File: src/common/ocs_pkg.sv
package ocs_pkg;

  // Phase count, delay counter width and bus address width.
  localparam int unsigned NUM_PHASES = 3;
  localparam int unsigned DLY_W      = 16;
  localparam int unsigned ADR_W      = 8;

  // Register byte offsets on the bus.
  localparam logic [7:0] ADDR_CTRL       = 8'h00;
  localparam logic [7:0] ADDR_ALARM_DLY  = 8'h04;
  localparam logic [7:0] ADDR_FAULT_DLY  = 8'h08;
  localparam logic [7:0] ADDR_STAGE_EN   = 8'h0C;
  localparam logic [7:0] ADDR_FLAGS      = 8'h10;
  localparam logic [7:0] ADDR_LATEST_CUR = 8'h14;
  localparam logic [7:0] ADDR_IRQ_STATUS = 8'h18;
  localparam logic [7:0] ADDR_IRQ_MASK   = 8'h1C;

  // Field positions inside the flags register.
  localparam int unsigned FLAGS_ALARM_LSB = 0;
  localparam int unsigned FLAGS_START_BIT = 3;
  localparam int unsigned FLAGS_FAULT_LSB = 4;
  localparam int unsigned FLAGS_TRIP_BIT  = 7;

  // Reset values.
  localparam logic [15:0] ALARM_DLY_RST = 16'h0000;
  localparam logic [15:0] FAULT_DLY_RST = 16'h0000;
  localparam logic [15:0] IRQ_MASK_RST  = 16'h0000;
  localparam logic [8:0]  CTRL_RST      = 9'h000;

  // Control register layout, bit 0 first from the bottom.
  typedef struct packed {
    logic repeat_event_select;
    logic combined_trip_off_event_enable;
    logic combined_trip_on_event_enable;
    logic phase_fault_off_event_enable;
    logic phase_fault_on_event_enable;
    logic combined_start_off_event_enable;
    logic combined_start_on_event_enable;
    logic phase_alarm_off_event_enable;
    logic phase_alarm_on_event_enable;
  } ctrl_t;

  // Event vector, also the layout of the interrupt status and mask.
  typedef struct packed {
    logic       trip_off;
    logic       trip_on;
    logic [2:0] fault_off;
    logic [2:0] fault_on;
    logic       start_off;
    logic       start_on;
    logic [2:0] alarm_off;
    logic [2:0] alarm_on;
  } event_t;

endpackage

File: src/combined_overcurrent_status.sv
`timescale 1ns/10ps
module combined_overcurrent_status
  import ocs_pkg::*;
#(
  parameter int unsigned N_STAGES = 4,
  parameter int unsigned CUR_W    = 16
) (
  // Clock and reset
  input  wire logic                          REF_CLK,
  input  wire logic                          RST_N,
  // Stage inputs, three phase bits per stage
  input  wire logic [N_STAGES*3-1:0]         STAGE_START,
  input  wire logic [N_STAGES*3-1:0]         STAGE_TRIP,
  input  wire logic [N_STAGES*CUR_W-1:0]     STAGE_FAULT_CURRENT,
  input  wire logic                          SECOND_TICK,
  // Wishbone slave
  input  wire logic                          WB_CYC_I,
  input  wire logic                          WB_STB_I,
  input  wire logic                          WB_WE_I,
  input  wire logic [ocs_pkg::ADR_W-1:0]     WB_ADR_I,
  input  wire logic [3:0]                    WB_SEL_I,
  input  wire logic [31:0]                   WB_DAT_I,
  output logic      [31:0]                   WB_DAT_O,
  output logic                               WB_ACK_O,
  // Status flags
  output logic                               PHASE_A_ALARM_FLAG,
  output logic                               PHASE_B_ALARM_FLAG,
  output logic                               PHASE_C_ALARM_FLAG,
  output logic                               COMBINED_START_FLAG,
  output logic                               PHASE_A_FAULT_FLAG,
  output logic                               PHASE_B_FAULT_FLAG,
  output logic                               PHASE_C_FAULT_FLAG,
  output logic                               COMBINED_TRIP_FLAG,
  // Events to the logger and interrupt
  output ocs_pkg::event_t                    EVENTS,
  output logic      [CUR_W-1:0]              LATEST_FAULT_CURRENT,
  output logic                               IRQ
);

  localparam int unsigned NFLAG = 2 * NUM_PHASES;

  ctrl_t                   ctrl_reg;
  logic [DLY_W-1:0]        alarm_dly_reg;
  logic [DLY_W-1:0]        fault_dly_reg;
  logic [N_STAGES-1:0]     stage_en_reg;
  logic [CUR_W-1:0]        latest_cur_reg;
  logic [CUR_W-1:0]        latest_cur_next;
  logic                    cur_capture;
  event_t                  irq_status_reg;
  event_t                  irq_status_next;
  event_t                  irq_mask_reg;
  event_t                  event_reg;
  event_t                  event_next;
  logic                    irq_reg;
  logic                    ack_reg;
  logic [31:0]             dat_reg;
  logic [N_STAGES*3-1:0]   start_prev_reg;
  logic [N_STAGES*3-1:0]   trip_prev_reg;
  logic [N_STAGES*3-1:0]   start_masked;
  logic [N_STAGES*3-1:0]   trip_masked;
  logic [2:0]              start_any;
  logic [2:0]              trip_any;
  logic [2:0]              new_start;
  logic [2:0]              new_trip;
  logic [NFLAG-1:0]        flag_reg;
  wire logic [NFLAG-1:0]   flag_next;
  wire logic [DLY_W-1:0]   cnt_val [NFLAG];
  logic [1:0]              comb_reg;
  logic [1:0]              comb_next;
  logic                    bus_req;
  logic                    bus_wr;
  logic                    rd_clear;
  logic [31:0]             rd_word;
  logic [31:0]             wr_word;

  function automatic logic [31:0] merge_sel(input logic [31:0] old_v, input logic [31:0] new_v,
                                            input logic [3:0] sel);
    logic [31:0] res;
    res = old_v;
    for (int b = 0; b < 4; b++) begin
      if (sel[b]) begin
        res[b*8 +: 8] = new_v[b*8 +: 8];
      end
    end
    return res;
  endfunction

  ////////////////////////////////////////////////////////////////////////////////////////////////
  // Stage gathering

  always_comb begin
    start_any       = '0;
    trip_any        = '0;
    new_start       = '0;
    new_trip        = '0;
    cur_capture     = 1'b0;
    latest_cur_next = latest_cur_reg;
    for (int s = 0; s < N_STAGES; s++) begin
      for (int p = 0; p < 3; p++) begin
        start_masked[s*3+p] = STAGE_START[s*3+p] & stage_en_reg[s];
        trip_masked[s*3+p]  = STAGE_TRIP[s*3+p] & stage_en_reg[s];
        start_any[p] = start_any[p] | start_masked[s*3+p];
        trip_any[p]  = trip_any[p] | trip_masked[s*3+p];
        new_start[p] = new_start[p] | (start_masked[s*3+p] & ~start_prev_reg[s*3+p]);
        new_trip[p]  = new_trip[p] | (trip_masked[s*3+p] & ~trip_prev_reg[s*3+p]);
      end
      // A newly tripping enabled stage records its current; the highest stage wins a tie.
      if (|(trip_masked[s*3 +: 3] & ~trip_prev_reg[s*3 +: 3])) begin
        cur_capture     = 1'b1;
        latest_cur_next = STAGE_FAULT_CURRENT[s*CUR_W +: CUR_W];
      end
    end
  end

  always_ff @(posedge REF_CLK or negedge RST_N) begin
    if (!RST_N) begin
      start_prev_reg <= '0;
      trip_prev_reg  <= '0;
    end else begin
      start_prev_reg <= start_masked;
      trip_prev_reg  <= trip_masked;
    end
  end

  ////////////////////////////////////////////////////////////////////////////////////////////////
  // Stretched flags, alarm group first then fault group

  for (genvar i = 0; i < NFLAG; i++) begin : g_flag
    logic             src;
    logic [DLY_W-1:0] dly;
    logic             fnext;
    logic [DLY_W-1:0] cnt_reg;
    assign src = (i < 3) ? start_any[i % 3] : trip_any[i % 3];
    assign dly = (i < 3) ? alarm_dly_reg : fault_dly_reg;

    always_comb begin
      fnext = flag_reg[i];
      if (src) begin
        fnext = 1'b1;
      end else if (flag_reg[i] && cnt_reg >= dly) begin
        fnext = 1'b0;
      end
    end

    // The counter saturates, so a delay of 65535 never wraps back to an early clear.
    always_ff @(posedge REF_CLK or negedge RST_N) begin
      if (!RST_N) begin
        cnt_reg <= '0;
      end else if (src || !flag_reg[i]) begin
        cnt_reg <= '0;
      end else if (SECOND_TICK && cnt_reg != {DLY_W{1'b1}}) begin
        cnt_reg <= cnt_reg + 1'b1;
      end
    end

    assign flag_next[i] = fnext;
    assign cnt_val[i]   = cnt_reg;
  end

  assign comb_next = {|flag_next[5:3], |flag_next[2:0]};

  always_ff @(posedge REF_CLK or negedge RST_N) begin
    if (!RST_N) begin
      flag_reg <= '0;
      comb_reg <= '0;
    end else begin
      flag_reg <= flag_next;
      comb_reg <= comb_next;
    end
  end

  ////////////////////////////////////////////////////////////////////////////////////////////////
  // Events

  // With repeats allowed, each further stage start or trip during an active flag
  // reports again; otherwise only the flag edges report, so on and off events pair.
  always_comb begin
    event_next = '0;
    for (int p = 0; p < 3; p++) begin
      event_next.alarm_on[p]  = ctrl_reg.phase_alarm_on_event_enable &
                                ((flag_next[p] & ~flag_reg[p]) |
                                 (ctrl_reg.repeat_event_select & flag_reg[p] & new_start[p]));
      event_next.alarm_off[p] = ctrl_reg.phase_alarm_off_event_enable &
                                (~flag_next[p] & flag_reg[p]);
      event_next.fault_on[p]  = ctrl_reg.phase_fault_on_event_enable &
                                ((flag_next[p+3] & ~flag_reg[p+3]) |
                                 (ctrl_reg.repeat_event_select & flag_reg[p+3] & new_trip[p]));
      event_next.fault_off[p] = ctrl_reg.phase_fault_off_event_enable &
                                (~flag_next[p+3] & flag_reg[p+3]);
    end
    event_next.start_on  = ctrl_reg.combined_start_on_event_enable &
                           ((comb_next[0] & ~comb_reg[0]) |
                            (ctrl_reg.repeat_event_select & comb_reg[0] & |new_start));
    event_next.start_off = ctrl_reg.combined_start_off_event_enable & ~comb_next[0] & comb_reg[0];
    event_next.trip_on   = ctrl_reg.combined_trip_on_event_enable &
                           ((comb_next[1] & ~comb_reg[1]) |
                            (ctrl_reg.repeat_event_select & comb_reg[1] & |new_trip));
    event_next.trip_off  = ctrl_reg.combined_trip_off_event_enable & ~comb_next[1] & comb_reg[1];
  end

  always_ff @(posedge REF_CLK or negedge RST_N) begin
    if (!RST_N) begin
      event_reg <= '0;
    end else begin
      event_reg <= event_next;
    end
  end

  ////////////////////////////////////////////////////////////////////////////////////////////////
  // Wishbone slave, one wait state

  // A write lands on the edge at which the master sees ack, so a request that is
  // abandoned before ack never changes a register; a read of the interrupt status clears it before ack.
  assign bus_req  = WB_CYC_I & WB_STB_I & ~ack_reg;
  assign bus_wr   = WB_CYC_I & WB_STB_I & WB_WE_I & ack_reg;
  assign rd_clear = bus_req & ~WB_WE_I & (WB_ADR_I == ADDR_IRQ_STATUS);

  always_comb begin
    case (WB_ADR_I)
      ADDR_CTRL:       rd_word = 32'(ctrl_reg);
      ADDR_ALARM_DLY:  rd_word = 32'(alarm_dly_reg);
      ADDR_FAULT_DLY:  rd_word = 32'(fault_dly_reg);
      ADDR_STAGE_EN:   rd_word = 32'(stage_en_reg);
      ADDR_FLAGS:      rd_word = 32'({comb_reg[1], flag_reg[5:3], comb_reg[0], flag_reg[2:0]});
      ADDR_LATEST_CUR: rd_word = 32'(latest_cur_reg);
      ADDR_IRQ_STATUS: rd_word = 32'(irq_status_reg);
      ADDR_IRQ_MASK:   rd_word = 32'(irq_mask_reg);
      default:         rd_word = 32'h00000000;
    endcase
  end

  assign wr_word = merge_sel(rd_word, WB_DAT_I, WB_SEL_I);

  always_ff @(posedge REF_CLK or negedge RST_N) begin
    if (!RST_N) begin
      ctrl_reg      <= CTRL_RST;
      alarm_dly_reg <= ALARM_DLY_RST;
      fault_dly_reg <= FAULT_DLY_RST;
      stage_en_reg  <= '0;
      irq_mask_reg  <= IRQ_MASK_RST;
    end else if (bus_wr) begin
      case (WB_ADR_I)
        ADDR_CTRL:      ctrl_reg      <= ctrl_t'(wr_word[8:0]);
        ADDR_ALARM_DLY: alarm_dly_reg <= wr_word[DLY_W-1:0];
        ADDR_FAULT_DLY: fault_dly_reg <= wr_word[DLY_W-1:0];
        ADDR_STAGE_EN:  stage_en_reg  <= wr_word[N_STAGES-1:0];
        ADDR_IRQ_MASK:  irq_mask_reg  <= event_t'(wr_word[15:0]);
        default: begin
        end
      endcase
    end
  end

  // A fresh trip outranks a software write in the same cycle.
  always_ff @(posedge REF_CLK or negedge RST_N) begin
    if (!RST_N) begin
      latest_cur_reg <= '0;
    end else if (cur_capture) begin
      latest_cur_reg <= latest_cur_next;
    end else if (bus_wr && WB_ADR_I == ADDR_LATEST_CUR) begin
      latest_cur_reg <= wr_word[CUR_W-1:0];
    end
  end

  // Reading the status clears it, but an event landing in that cycle survives.
  assign irq_status_next = (rd_clear ? event_t'('0) : irq_status_reg) | event_next;

  always_ff @(posedge REF_CLK or negedge RST_N) begin
    if (!RST_N) begin
      irq_status_reg <= '0;
      irq_reg        <= 1'b0;
    end else begin
      irq_status_reg <= irq_status_next;
      irq_reg        <= |(irq_status_next & irq_mask_reg);
    end
  end

  always_ff @(posedge REF_CLK or negedge RST_N) begin
    if (!RST_N) begin
      ack_reg <= 1'b0;
      dat_reg <= 32'h00000000;
    end else begin
      ack_reg <= bus_req;
      dat_reg <= 32'h00000000;
      if (bus_req && !WB_WE_I) begin
        dat_reg <= rd_word;
      end
    end
  end

  ////////////////////////////////////////////////////////////////////////////////////////////////
  // Outputs

  assign WB_DAT_O             = dat_reg;
  assign WB_ACK_O             = ack_reg;
  assign PHASE_A_ALARM_FLAG   = flag_reg[0];
  assign PHASE_B_ALARM_FLAG   = flag_reg[1];
  assign PHASE_C_ALARM_FLAG   = flag_reg[2];
  assign COMBINED_START_FLAG  = comb_reg[0];
  assign PHASE_A_FAULT_FLAG   = flag_reg[3];
  assign PHASE_B_FAULT_FLAG   = flag_reg[4];
  assign PHASE_C_FAULT_FLAG   = flag_reg[5];
  assign COMBINED_TRIP_FLAG   = comb_reg[1];
  assign EVENTS               = event_reg;
  assign LATEST_FAULT_CURRENT = latest_cur_reg;
  assign IRQ                  = irq_reg;
endmodule // combined_overcurrent_status

File: config.mk
export PLATFORM = sky130hd
export DESIGN_NAME = combined_overcurrent_status
export DESIGN_NICKNAME = d
export VERILOG_FILES = /design/src/common/ocs_pkg.sv /design/src/combined_overcurrent_status.sv
export SDC_FILE = /design/constraint.sdc
export NUM_CORES = 1
export LEC_CHECK = 0
export CAP_MARGIN = 5
export CORE_ASPECT_RATIO = 1.5
export CORE_MARGIN = 2
export CORE_UTILIZATION = 30
export DETAILED_ROUTE_END_ITERATION = 10
export DONT_BUFFER_PORTS = 1
export PLACE_DENSITY = 0.51
export RECOVER_POWER = 50
export SLEW_MARGIN = 40
export SYNTH_ARGS = -nofsm -noshare
export SYNTH_HDL_FRONTEND = slang
export SYNTH_SLANG_ARGS = --single-unit
File: constraint.sdc
create_clock -name REF_CLK -period 2.8 [get_ports REF_CLK]
set_input_delay 0.14 -clock REF_CLK [delete_from_list [all_inputs] [get_ports REF_CLK]]
set_output_delay 0.14 -clock REF_CLK [all_outputs]
set_load 0.1 [all_outputs]
* Yosys cells after proc, flatten, opt, wreduce, memory -nomap -nowiden
Cells that the tools add are included. W data, S select, Z words.
Storage, ports and cells: output and inout port bits 74, register bits after elaboration 271, word-level logic and storage cells 363, input port bits 138
Cells by class: mux-type cells 39, bitwise operators 198, $lt $le $gt $ge 6, equality and inequality tests 14, reduce and logical (&&, ||, !) cells 50, add/sub/neg operators 6
Operators with widths (count):
- $mux W16 | 20
- $pmux W16 S8 | 1
- $and A1 B1 Y1 | 102
- $add A16 B1 Y16 const B | 6
- $ge A16 B16 Y1 | 6
- $ne A16 B16 Y1 const B | 6
- $or A1 B1 Y1 | 44
- $not A1 Y1 | 42
- $eq A8 B5 Y1 const B | 4
- $reduce_or A3 Y1 | 8
- $and A16 B16 Y16 | 1
- $eq A8 B4 Y1 const B | 2
- $mux W1 | 16
- $mux W8 | 2
- $or A16 B16 Y16 | 1
- $reduce_or A16 Y1 | 1
- $logic_and A1 B1 Y1 | 14
- $reduce_bool A2 Y1 | 7
- $and A3 B3 Y3 | 4
- $not A3 Y3 | 4
- $reduce_and A2 Y1 | 6
- $eq A8 B3 Y1 const B | 1
- $logic_not A8 Y1 | 1
- $logic_not A1 Y1 | 7
- other kinds (2) | 7

* Longest topological paths before layout
Gate-level depths: netlist of run 1.
word-level depth 12, mapped depth 10, depth with buffers taken out 10

* Worst setup path after synthesis of run 1
OpenSTA, ideal clock, no wires.
kind flip-flop to flip-flop, start reg flag_reg[3], end reg irq_reg (netlist: IRQ), arrival time 2407 ps, required time 2729 ps, setup slack 323 ps, stages on the path, launching flop included 9, path buffers 1, setup time 71 ps, path through dfrtp_1 clkbuf_1 o2111ai_1 a2111oi_0 o21ai_0 nand4_1 nor3b_1 or3_1 nand4_1
On the way: word-level cells in the longest chain between the ends 10
Ends and longest elaborated chain:
- start: declaration | line combined_overcurrent_status.sv:65 | logic [NFLAG-1:0] flag_reg;
- start signal: assignment | line combined_overcurrent_status.sv:167 | flag_reg <= flag_next;
- $logic_and A1 B1 Y1 | line combined_overcurrent_status.sv:140 | end else if (flag_reg[i] && cnt_reg >= dly) begin
- $mux W1 | line combined_overcurrent_status.sv:140
- $mux W1 | line combined_overcurrent_status.sv:138 | if (src) begin
- $reduce_or A3 Y1 | line combined_overcurrent_status.sv:160 | assign comb_next = {|flag_next[5:3], |flag_next[2:0]};
- $and A1 B1 Y1 or $not A1 Y1 (tied branches) | line combined_overcurrent_status.sv:196, combined_overcurrent_status.sv:198
- $or A1 B1 Y1 or $and A1 B1 Y1 (tied branches) | line combined_overcurrent_status.sv:196, combined_overcurrent_status.sv:198
- $and A1 B1 Y1, on equally long branches | line combined_overcurrent_status.sv:195, combined_overcurrent_status.sv:198
- $or A16 B16 Y16 * | line combined_overcurrent_status.sv:266 | assign irq_status_next = (rd_clear ? event_t'('0) : irq_status_reg) | event_next;
- $and A16 B16 Y16 * | line combined_overcurrent_status.sv:274 | irq_reg <= |(irq_status_next & irq_mask_reg);
- $reduce_or A16 Y1 * | line combined_overcurrent_status.sv:274
- end signal: assignment | line combined_overcurrent_status.sv:274
- end: declaration | line combined_overcurrent_status.sv:54 | logic irq_reg;
Every way passes the cells marked *; elsewhere a longest branch is shown, timed or not. A chain may end at the register's enable or synchronous reset.

* Worst setup path after layout of run 1
start reg alarm_dly_reg[9], end reg irq_reg (netlist: IRQ)
On the way: word-level cells in the longest chain between the ends 11
Ends and longest elaborated chain:
- start: declaration | line combined_overcurrent_status.sv:43 | logic [DLY_W-1:0] alarm_dly_reg;
- start signal: assignment | line combined_overcurrent_status.sv:244 | ADDR_ALARM_DLY: alarm_dly_reg <= wr_word[DLY_W-1:0];
- $ge A16 B16 Y1 | line combined_overcurrent_status.sv:140
- $logic_and A1 B1 Y1 | line combined_overcurrent_status.sv:140
- $mux W1 | line combined_overcurrent_status.sv:140
- $mux W1 | line combined_overcurrent_status.sv:138
- $reduce_or A3 Y1 * | line combined_overcurrent_status.sv:160
- named net comb_next[0] | line combined_overcurrent_status.sv:69 | logic [1:0] comb_next;
- $and A1 B1 Y1 or $not A1 Y1 (tied branches) | line combined_overcurrent_status.sv:192, combined_overcurrent_status.sv:194
- $or A1 B1 Y1 or $and A1 B1 Y1 (tied branches) | line combined_overcurrent_status.sv:192, combined_overcurrent_status.sv:194
- $and A1 B1 Y1, on equally long branches | line combined_overcurrent_status.sv:191, combined_overcurrent_status.sv:194
- $or A16 B16 Y16 * | line combined_overcurrent_status.sv:266
- $and A16 B16 Y16 * | line combined_overcurrent_status.sv:274
- $reduce_or A16 Y1 * | line combined_overcurrent_status.sv:274
The timed path passes the listed nets; every way through them passes the cells marked *.

==> results_dict.tcl, run 1 <==
set metrics [dict create \
    async_flop_share 1.000 \
    overflow 0 \
    power_leakage_nw 7.680 \
    max_slew_margin 0.1160 \
    die-height_um 273.8 \
    syn_inst 1541 \
    nets 1902 \
    crit_fanout 3 \
    coreArea_um2 47820 \
    gp_routability_congestion 0.9178 \
    dp.cells 2174 \
    worst_setup_path_end_kind "flip-flop" \
    instances_no_fill 2282 \
    tritoncts "built" \
    netlist_top_cells_area "dfrtp_1 (44%), ha_1 (8.8%), nand2_1 (4.5%)" \
    grt_pass1_vias 12530 \
    final_core_util 0.3618 \
    post-route-drc-count 0 \
    layout_common_cells "dfrtp_1 (238), nand2_1 (175), nor2_1 (142)" \
    h-tree-depth 1 \
    slew_violations 0 \
    crit_arrival_ns 3.20 \
    syn_area_per_cell_um2 9.449 \
    failed_checks "negative hold slack" \
    synth_top_area_frac 0.4383 \
    numCtsBuffers 27 \
    final_layout_size_suffix_gt1_frac 0.1159 \
    design_power_total_mw 8.592 \
    yosysTopAreaCell "dfrtp_1" \
    initial_utilization 0.3045 \
    synth_edf_count 0 \
    place_area_um2 15730 \
    final_area_um2 17300 \
    grt_first_pass_wirelength_um 75780 \
    routed_wl_um 49660 \
    num_vias 12291 \
    ant_nets 0 \
    hold_slack_ns -0.7157 \
    fin_setup_tns_ns 0 \
    hold_path.class "input pin to async pin" \
    first_pass_iters 8 \
    cts.clk_slew.worst_paths_ns 0.06 \
    clock.fmax_mhz 359.7 \
    cts.sinks 255 \
    ys_ff_latch 255 \
    period_needed_ns 2.780 \
    io_buffers 0 \
    die_w_um 183.9 \
    largest_reg_flops 96 \
    worst-setup-path-type "flip-flop to flip-flop" \
    yosysUniqueCellTypes 67 \
    cp.required_ns 3.22 \
    maxCapViolations 0 \
    drt_iter0_markers 805 \
    antenna_cells 0 \
    num_rows 98 \
    worstMarginPinSlew_ns 1.326 \
    dpl.hpwl_um 37870 \
    cts-root-buf "clkbuf_16" \
    die_area_um2 50350 \
    cp-start-kind "flip-flop" \
    synthFlopType "dfrtp_1" \
    antenna_found_initial 1 \
    areaGrowthSynthToFinish_pct 18.83 \
    layout.cells.most_common "dfrtp_1" \
    grt_setup_unrepaired "yes" \
    p_per_area_nw_per_um2 496.6 \
    ys_seq_area_frac 0.4383 \
    pin_count 212 \
    grtUsageTotal 0.1968 \
    ir_worst_vdd_mv 0.4808 \
    detail_route.vias_per_cell 5.386 \
    clock_skew_ns 0.008894 \
    finalHoldViolCount 255 \
    yosys_warnings 0 \
    cts_max_path_buffers 3 \
    grt_max_degree 256 \
    fin_crit_sh 0.9929 \
    wire_per_inst_um 21.76 \
    syn_area_um2 14560 \
    clock_latency_ns 0.56 \
    ctsHoldBuffers 58 \
    setup_viol 0 \
    outcome "complete, but fails checks" \
]
## cell usage after synthesis (all sizes together) (29+ instances only)
cell type and count:
xor2 45, nand4 42, o21ai 88, a22oi 32, buf 29, clkbuf 46
ha 102, nand3 46, nand2 175, a211oi 36, mux2i 42, nor2 142
a21oi 76, inv 75, dfrtp 255
## logic make-up (layout without fill, tap and decap cells)
logic type,Yosys count,after routing,share of synthesized area
AND/OR/NAND/NOR,578,578,0.1995
AO/OA/AOI/OAI,325,325,0.1457
flip-flops,255,255,0.4383
buffers and inverters,150,276,0.04357
adder cells (fa/ha/maj),102,102,0.08765
XOR/XNOR,69,69,0.04151
multiplexers,61,61,0.04357
other,1,16,0.0002576
## final cells by class
type,instances,area [um2]
inverter,75,285.3
timing repair buffer,152,1271
sequential,255,6402
tap,600,750.7
multi-input combinational,1151,7659
fill,4898,30520
clock buffer,43,825.8
clock inverter,6,107.6
## stage by stage
step	worst slack [ns]	hold WS, ns
final	0.01984	-0.7157
after global routing	-0.04363	-0.7291
after CTS	0.008686	-0.7419
after detailed placement	-0.2124	-0.1500
after global placement	-0.2269	-0.1435
after floorplan	0.3226	-0.1556
## final timing paths
kind	from	slack (ns)	cells past startpoint	endpoint
setup reg to reg	alarm_dly_reg[9]	0.02	11	IRQ
min in group REF_CLK	STAGE_FAULT_CURRENT[36]	0.02	4	LATEST_FAULT_CURRENT[4]
hold / removal	RST_N	-0.72	0	WB_DAT_O[7]
setup / recovery	alarm_dly_reg[9]	0.02	11	IRQ
hold reg to reg	alarm_dly_reg[10]	0.52	2	alarm_dly_reg[10]
max in group asynchronous	RST_N	3.04	0	EVENTS[2]
## worst max-delay path: stages (launching register included)
cell and delay (ns):
dfrtp_1 0.44, clkinvlp_4 0.29, ha_4 0.36, nand4_1 0.08
nor2_1 0.15, nand2_1 0.07, o211ai_1 0.47, nand4bb_4 0.18
nor2b_4 0.17, a32oi_2 0.18, buf_4 0.16, nand4_1 0.08
## what timing repair did
item                                    in CTS  in global routing
buffers inserted                             0                  1
resized for setup                            6                 12
cloned                                       0                  0
endpoints found under the setup margin       2                  4
hold endpoints to repair                   347                255
pin swaps                                    2                  8
## report_power, final
part	internal (mW)	switching [mW]
clock network	2.28	1.57
registers	3.75	0.0484
logic	0.210	0.737
total	6.24	2.35
## per-layer routing
layer / routed length [um] / vias to the layer above / share of wire / GRT usage
li1: - / 5735 / - / -
met1: 18950 / 6036 / 0.38 / 0.2200
met2: 25770 / 401 / 0.52 / 0.3643
met3: 2387 / 117 / 0.048 / 0.02661
met4: 2548 / 2 / 0.051 / 0.09558
met5: 7 / - / 0.00014 / 0
Note: power is estimated with default switching activity, not from simulation.
==> run 2: changes to the inputs <==
--- a/config.mk
+++ b/config.mk
@@ -11,7 +11,7 @@
 export CORE_UTILIZATION = 30
 export DETAILED_ROUTE_END_ITERATION = 10
 export DONT_BUFFER_PORTS = 1
-export PLACE_DENSITY = 0.51
+export PLACE_DENSITY = 0.52
 export RECOVER_POWER = 50
 export SLEW_MARGIN = 40
 export SYNTH_ARGS = -nofsm -noshare
==> constraint.sdc (replaced) <==
create_clock -name REF_CLK -period 2.3 [get_ports REF_CLK]
set_input_delay 0.115 -clock REF_CLK [delete_from_list [all_inputs] [get_ports REF_CLK]]
set_output_delay 0.115 -clock REF_CLK [all_outputs]
set_load 0.1 [all_outputs]
==> run 2 against run 1 <==
  * The flow finishes with violations (negative hold slack, negative setup slack)
  * Global-route usage is 1.4 points higher
  * Total power increased by 23%
  * Utilization grew 5.2 points
  * Die area stayed put
  * Final cell count rose by 11%
  * Non-clock buffer count is 249 higher
  * Clock skew is 0.0050 ns higher
  * Hold slack got worse by 0.018 ns
  * Clock power increased by 22%
  * Via count increased by 8.6%
  * Register-to-register slack got worse by 0.36 ns
  * Critical path depth down 1
  * Critical endpoint unchanged
  * Highest routed layer unchanged
==> results_dict.tcl, run 2 (synthesis results as in run 1) <==
set metrics [dict create \
    crit_arrival_ns 3.05 \
    critPathBufInv 1 \
    swShare 0.2785 \
    clock_latency_ns 0.56 \
    numCtsBuffers 27 \
    clock_skew_ns 0.01393 \
    setup_viol 14 \
    crit_path_max_incr_delay_ns 0.47 \
    coreArea_um2 47820 \
    pin_count 212 \
    num_vias 13353 \
    instances_no_fill 2531 \
    wire_per_inst_um 21.07 \
    initial_utilization 0.3045 \
    overflow 0 \
    fin_crit_sh 1.147 \
    grt_first_pass_wirelength_um 80470 \
    cts.clk_slew.worst_paths_ns 0.07 \
    clockPowerShare 0.445 \
    die_w_um 183.9 \
    largest_reg_flops 96 \
    crit_fanout 3 \
    failed_checks "negative hold slack, negative setup slack" \
    design_power_total_mw 10.55 \
    cp-start-kind "flip-flop" \
    cts.sinks 255 \
    crit_chain "clkinvlp_4 > ha_4 > nand4_1 > nor2_1 > nand2_1 > o211ai_1 > nand4bb_4 > nor2b_4 > a32oi_2 > nand4_1" \
    p_sw_mw 2.937 \
    die-height_um 273.8 \
    cts-root-buf "clkbuf_16" \
    cpMaxStageDelayCell "o211ai_1" \
    worst_setup_path_end_kind "flip-flop" \
    grt_max_degree 256 \
    place_area_um2 17420 \
    layout_common_cells "buf_4 (310), dfrtp_1 (238), nand2_1 (171)" \
    layout.cells.most_common "buf_4" \
    power_frac_comb 0.116 \
    cp.required_ns 2.72 \
    grtUsageTotal 0.2103 \
    grt_setup_unrepaired "yes" \
    ant_nets 0 \
    cts_max_path_buffers 3 \
    dpl.hpwl_um 41110 \
    r2r_slack_ns -0.34 \
    grt_pass1_vias 13740 \
    crit_family "compound AO/OA/AOI/OAI gates" \
    hold_path.class "input pin to async pin" \
    fin_setup_tns_ns -1.678 \
    num_rows 98 \
    detail_route.vias_per_cell 5.276 \
    p_int_mw 7.610 \
    power_leakage_nw 9.096 \
    first_pass_iters 8 \
    drt_iter0_markers 913 \
    crit_path_frequent_cell "nand4_1" \
    outcome "complete, but fails checks" \
    power_frac_seq 0.439 \
    clock.fmax_mhz 379.1 \
    h-tree-depth 1 \
    areaGrowthSynthToFinish_pct 35.77 \
    worstMarginPinSlew_ns 0.9387 \
    worst-setup-path-type "flip-flop to flip-flop" \
    io_buffers 0 \
    max_slew_margin 0.3719 \
    hold_slack_ns -0.7341 \
    final_area_um2 19770 \
    ctsHoldBuffers 66 \
    maxCapViolations 0 \
    period_needed_ns 2.638 \
    die_area_um2 50350 \
    tritoncts "built" \
    dp.cells 2388 \
    finalHoldViolCount 255 \
    nets 2151 \
    gp_routability_congestion 0.9506 \
    antenna_found_initial 1 \
    ir_worst_vdd_mv 0.4996 \
    final_layout_size_suffix_gt1_frac 0.2677 \
    antenna_cells 0 \
    p_per_area_nw_per_um2 533.6 \
    post-route-drc-count 0 \
    slew_violations 0 \
    worst_slack_ns -0.3378 \
    routed_wl_um 53330 \
]
-- run 2: changes by cell type in the layout (fill, tap and decap cells not counted), moves of 6 or more --
cell | before | now
a21oi_1 | 76 | 70
buf_12 | 0 | 8
buf_4 | 90 | 310
buf_6 | 0 | 14
clkbuf_1 | 11 | 5
dlygate4sd3_1 | 58 | 65
ha_1 | 101 | 94
ha_4 | 1 | 8
inv_1 | 70 | 59
inv_2 | 4 | 15
nand3_1 | 46 | 40
nand3_2 | 0 | 6
o21ai_0 | 84 | 76
-- run 2: routing by layer --
metal | global-route usage | wire, um | vias to the layer above
li1 | - | - | 6223
met2 | 0.3889 | 27750 | 452
met3 | 0.02834 | 2444 | 151
met1 | 0.2275 | 19620 | 6525
met5 | 0 | 16 | -
met4 | 0.1221 | 3510 | 2
-- run 2: layout make-up --
type,count,area [um2]
Fill cell,4689,28050
Multi-Input combinational cell,1151,8083
Sequential cell,255,6402
Timing Repair Buffer,401,3318
Tap cell,600,750.7
Clock buffer,34,742.0
Inverter,75,285.3
Clock inverter,15,186.4
-- run 2: final timing paths --
check	startpoint	to	cells after the start
setup / recovery	alarm_dly_reg[11]	IRQ	10
hold / removal	RST_N	LATEST_FAULT_CURRENT[14]	0
max in group asynchronous	RST_N	EVENTS[0]	0
hold reg to reg	irq_status_reg[15]	irq_status_reg[15]	1
min in group REF_CLK	WB_SEL_I[1]	irq_mask_reg[15]	3
setup reg to reg	alarm_dly_reg[11]	IRQ	10
-- run 2: what timing repair did --
action | in CTS | in global routing
gates resized for setup | 88 | 51
hold endpoints to repair | 327 | 255
pin swaps | 30 | 31
buffers inserted | 13 | 19
setup endpoints to repair | 29 | 47
-- run 2: metrics by stage --
| stage | util | worst slack, ns |
|---|---|---|
| global placement | 0.3641 | -0.6021 |
| CTS | 0.4069 | -0.3298 |
| detailed placement | 0.3643 | -0.6005 |
| finish | 0.4134 | -0.3378 |
| global route | 0.4134 | -0.4086 |
| floorplan | - | 0.02584 |
-- run 2: power by group through the flow --
stage                     clock network [mW]  registers [mW]  logic, mW
after floorplan                            0            5.24      0.320
after global placement                     0            4.71       1.10
after detailed placement                   0            4.71       1.11
after CTS                               4.79            4.63       1.22
after global routing                    4.98            4.63       1.27
final                                   4.69            4.63       1.22
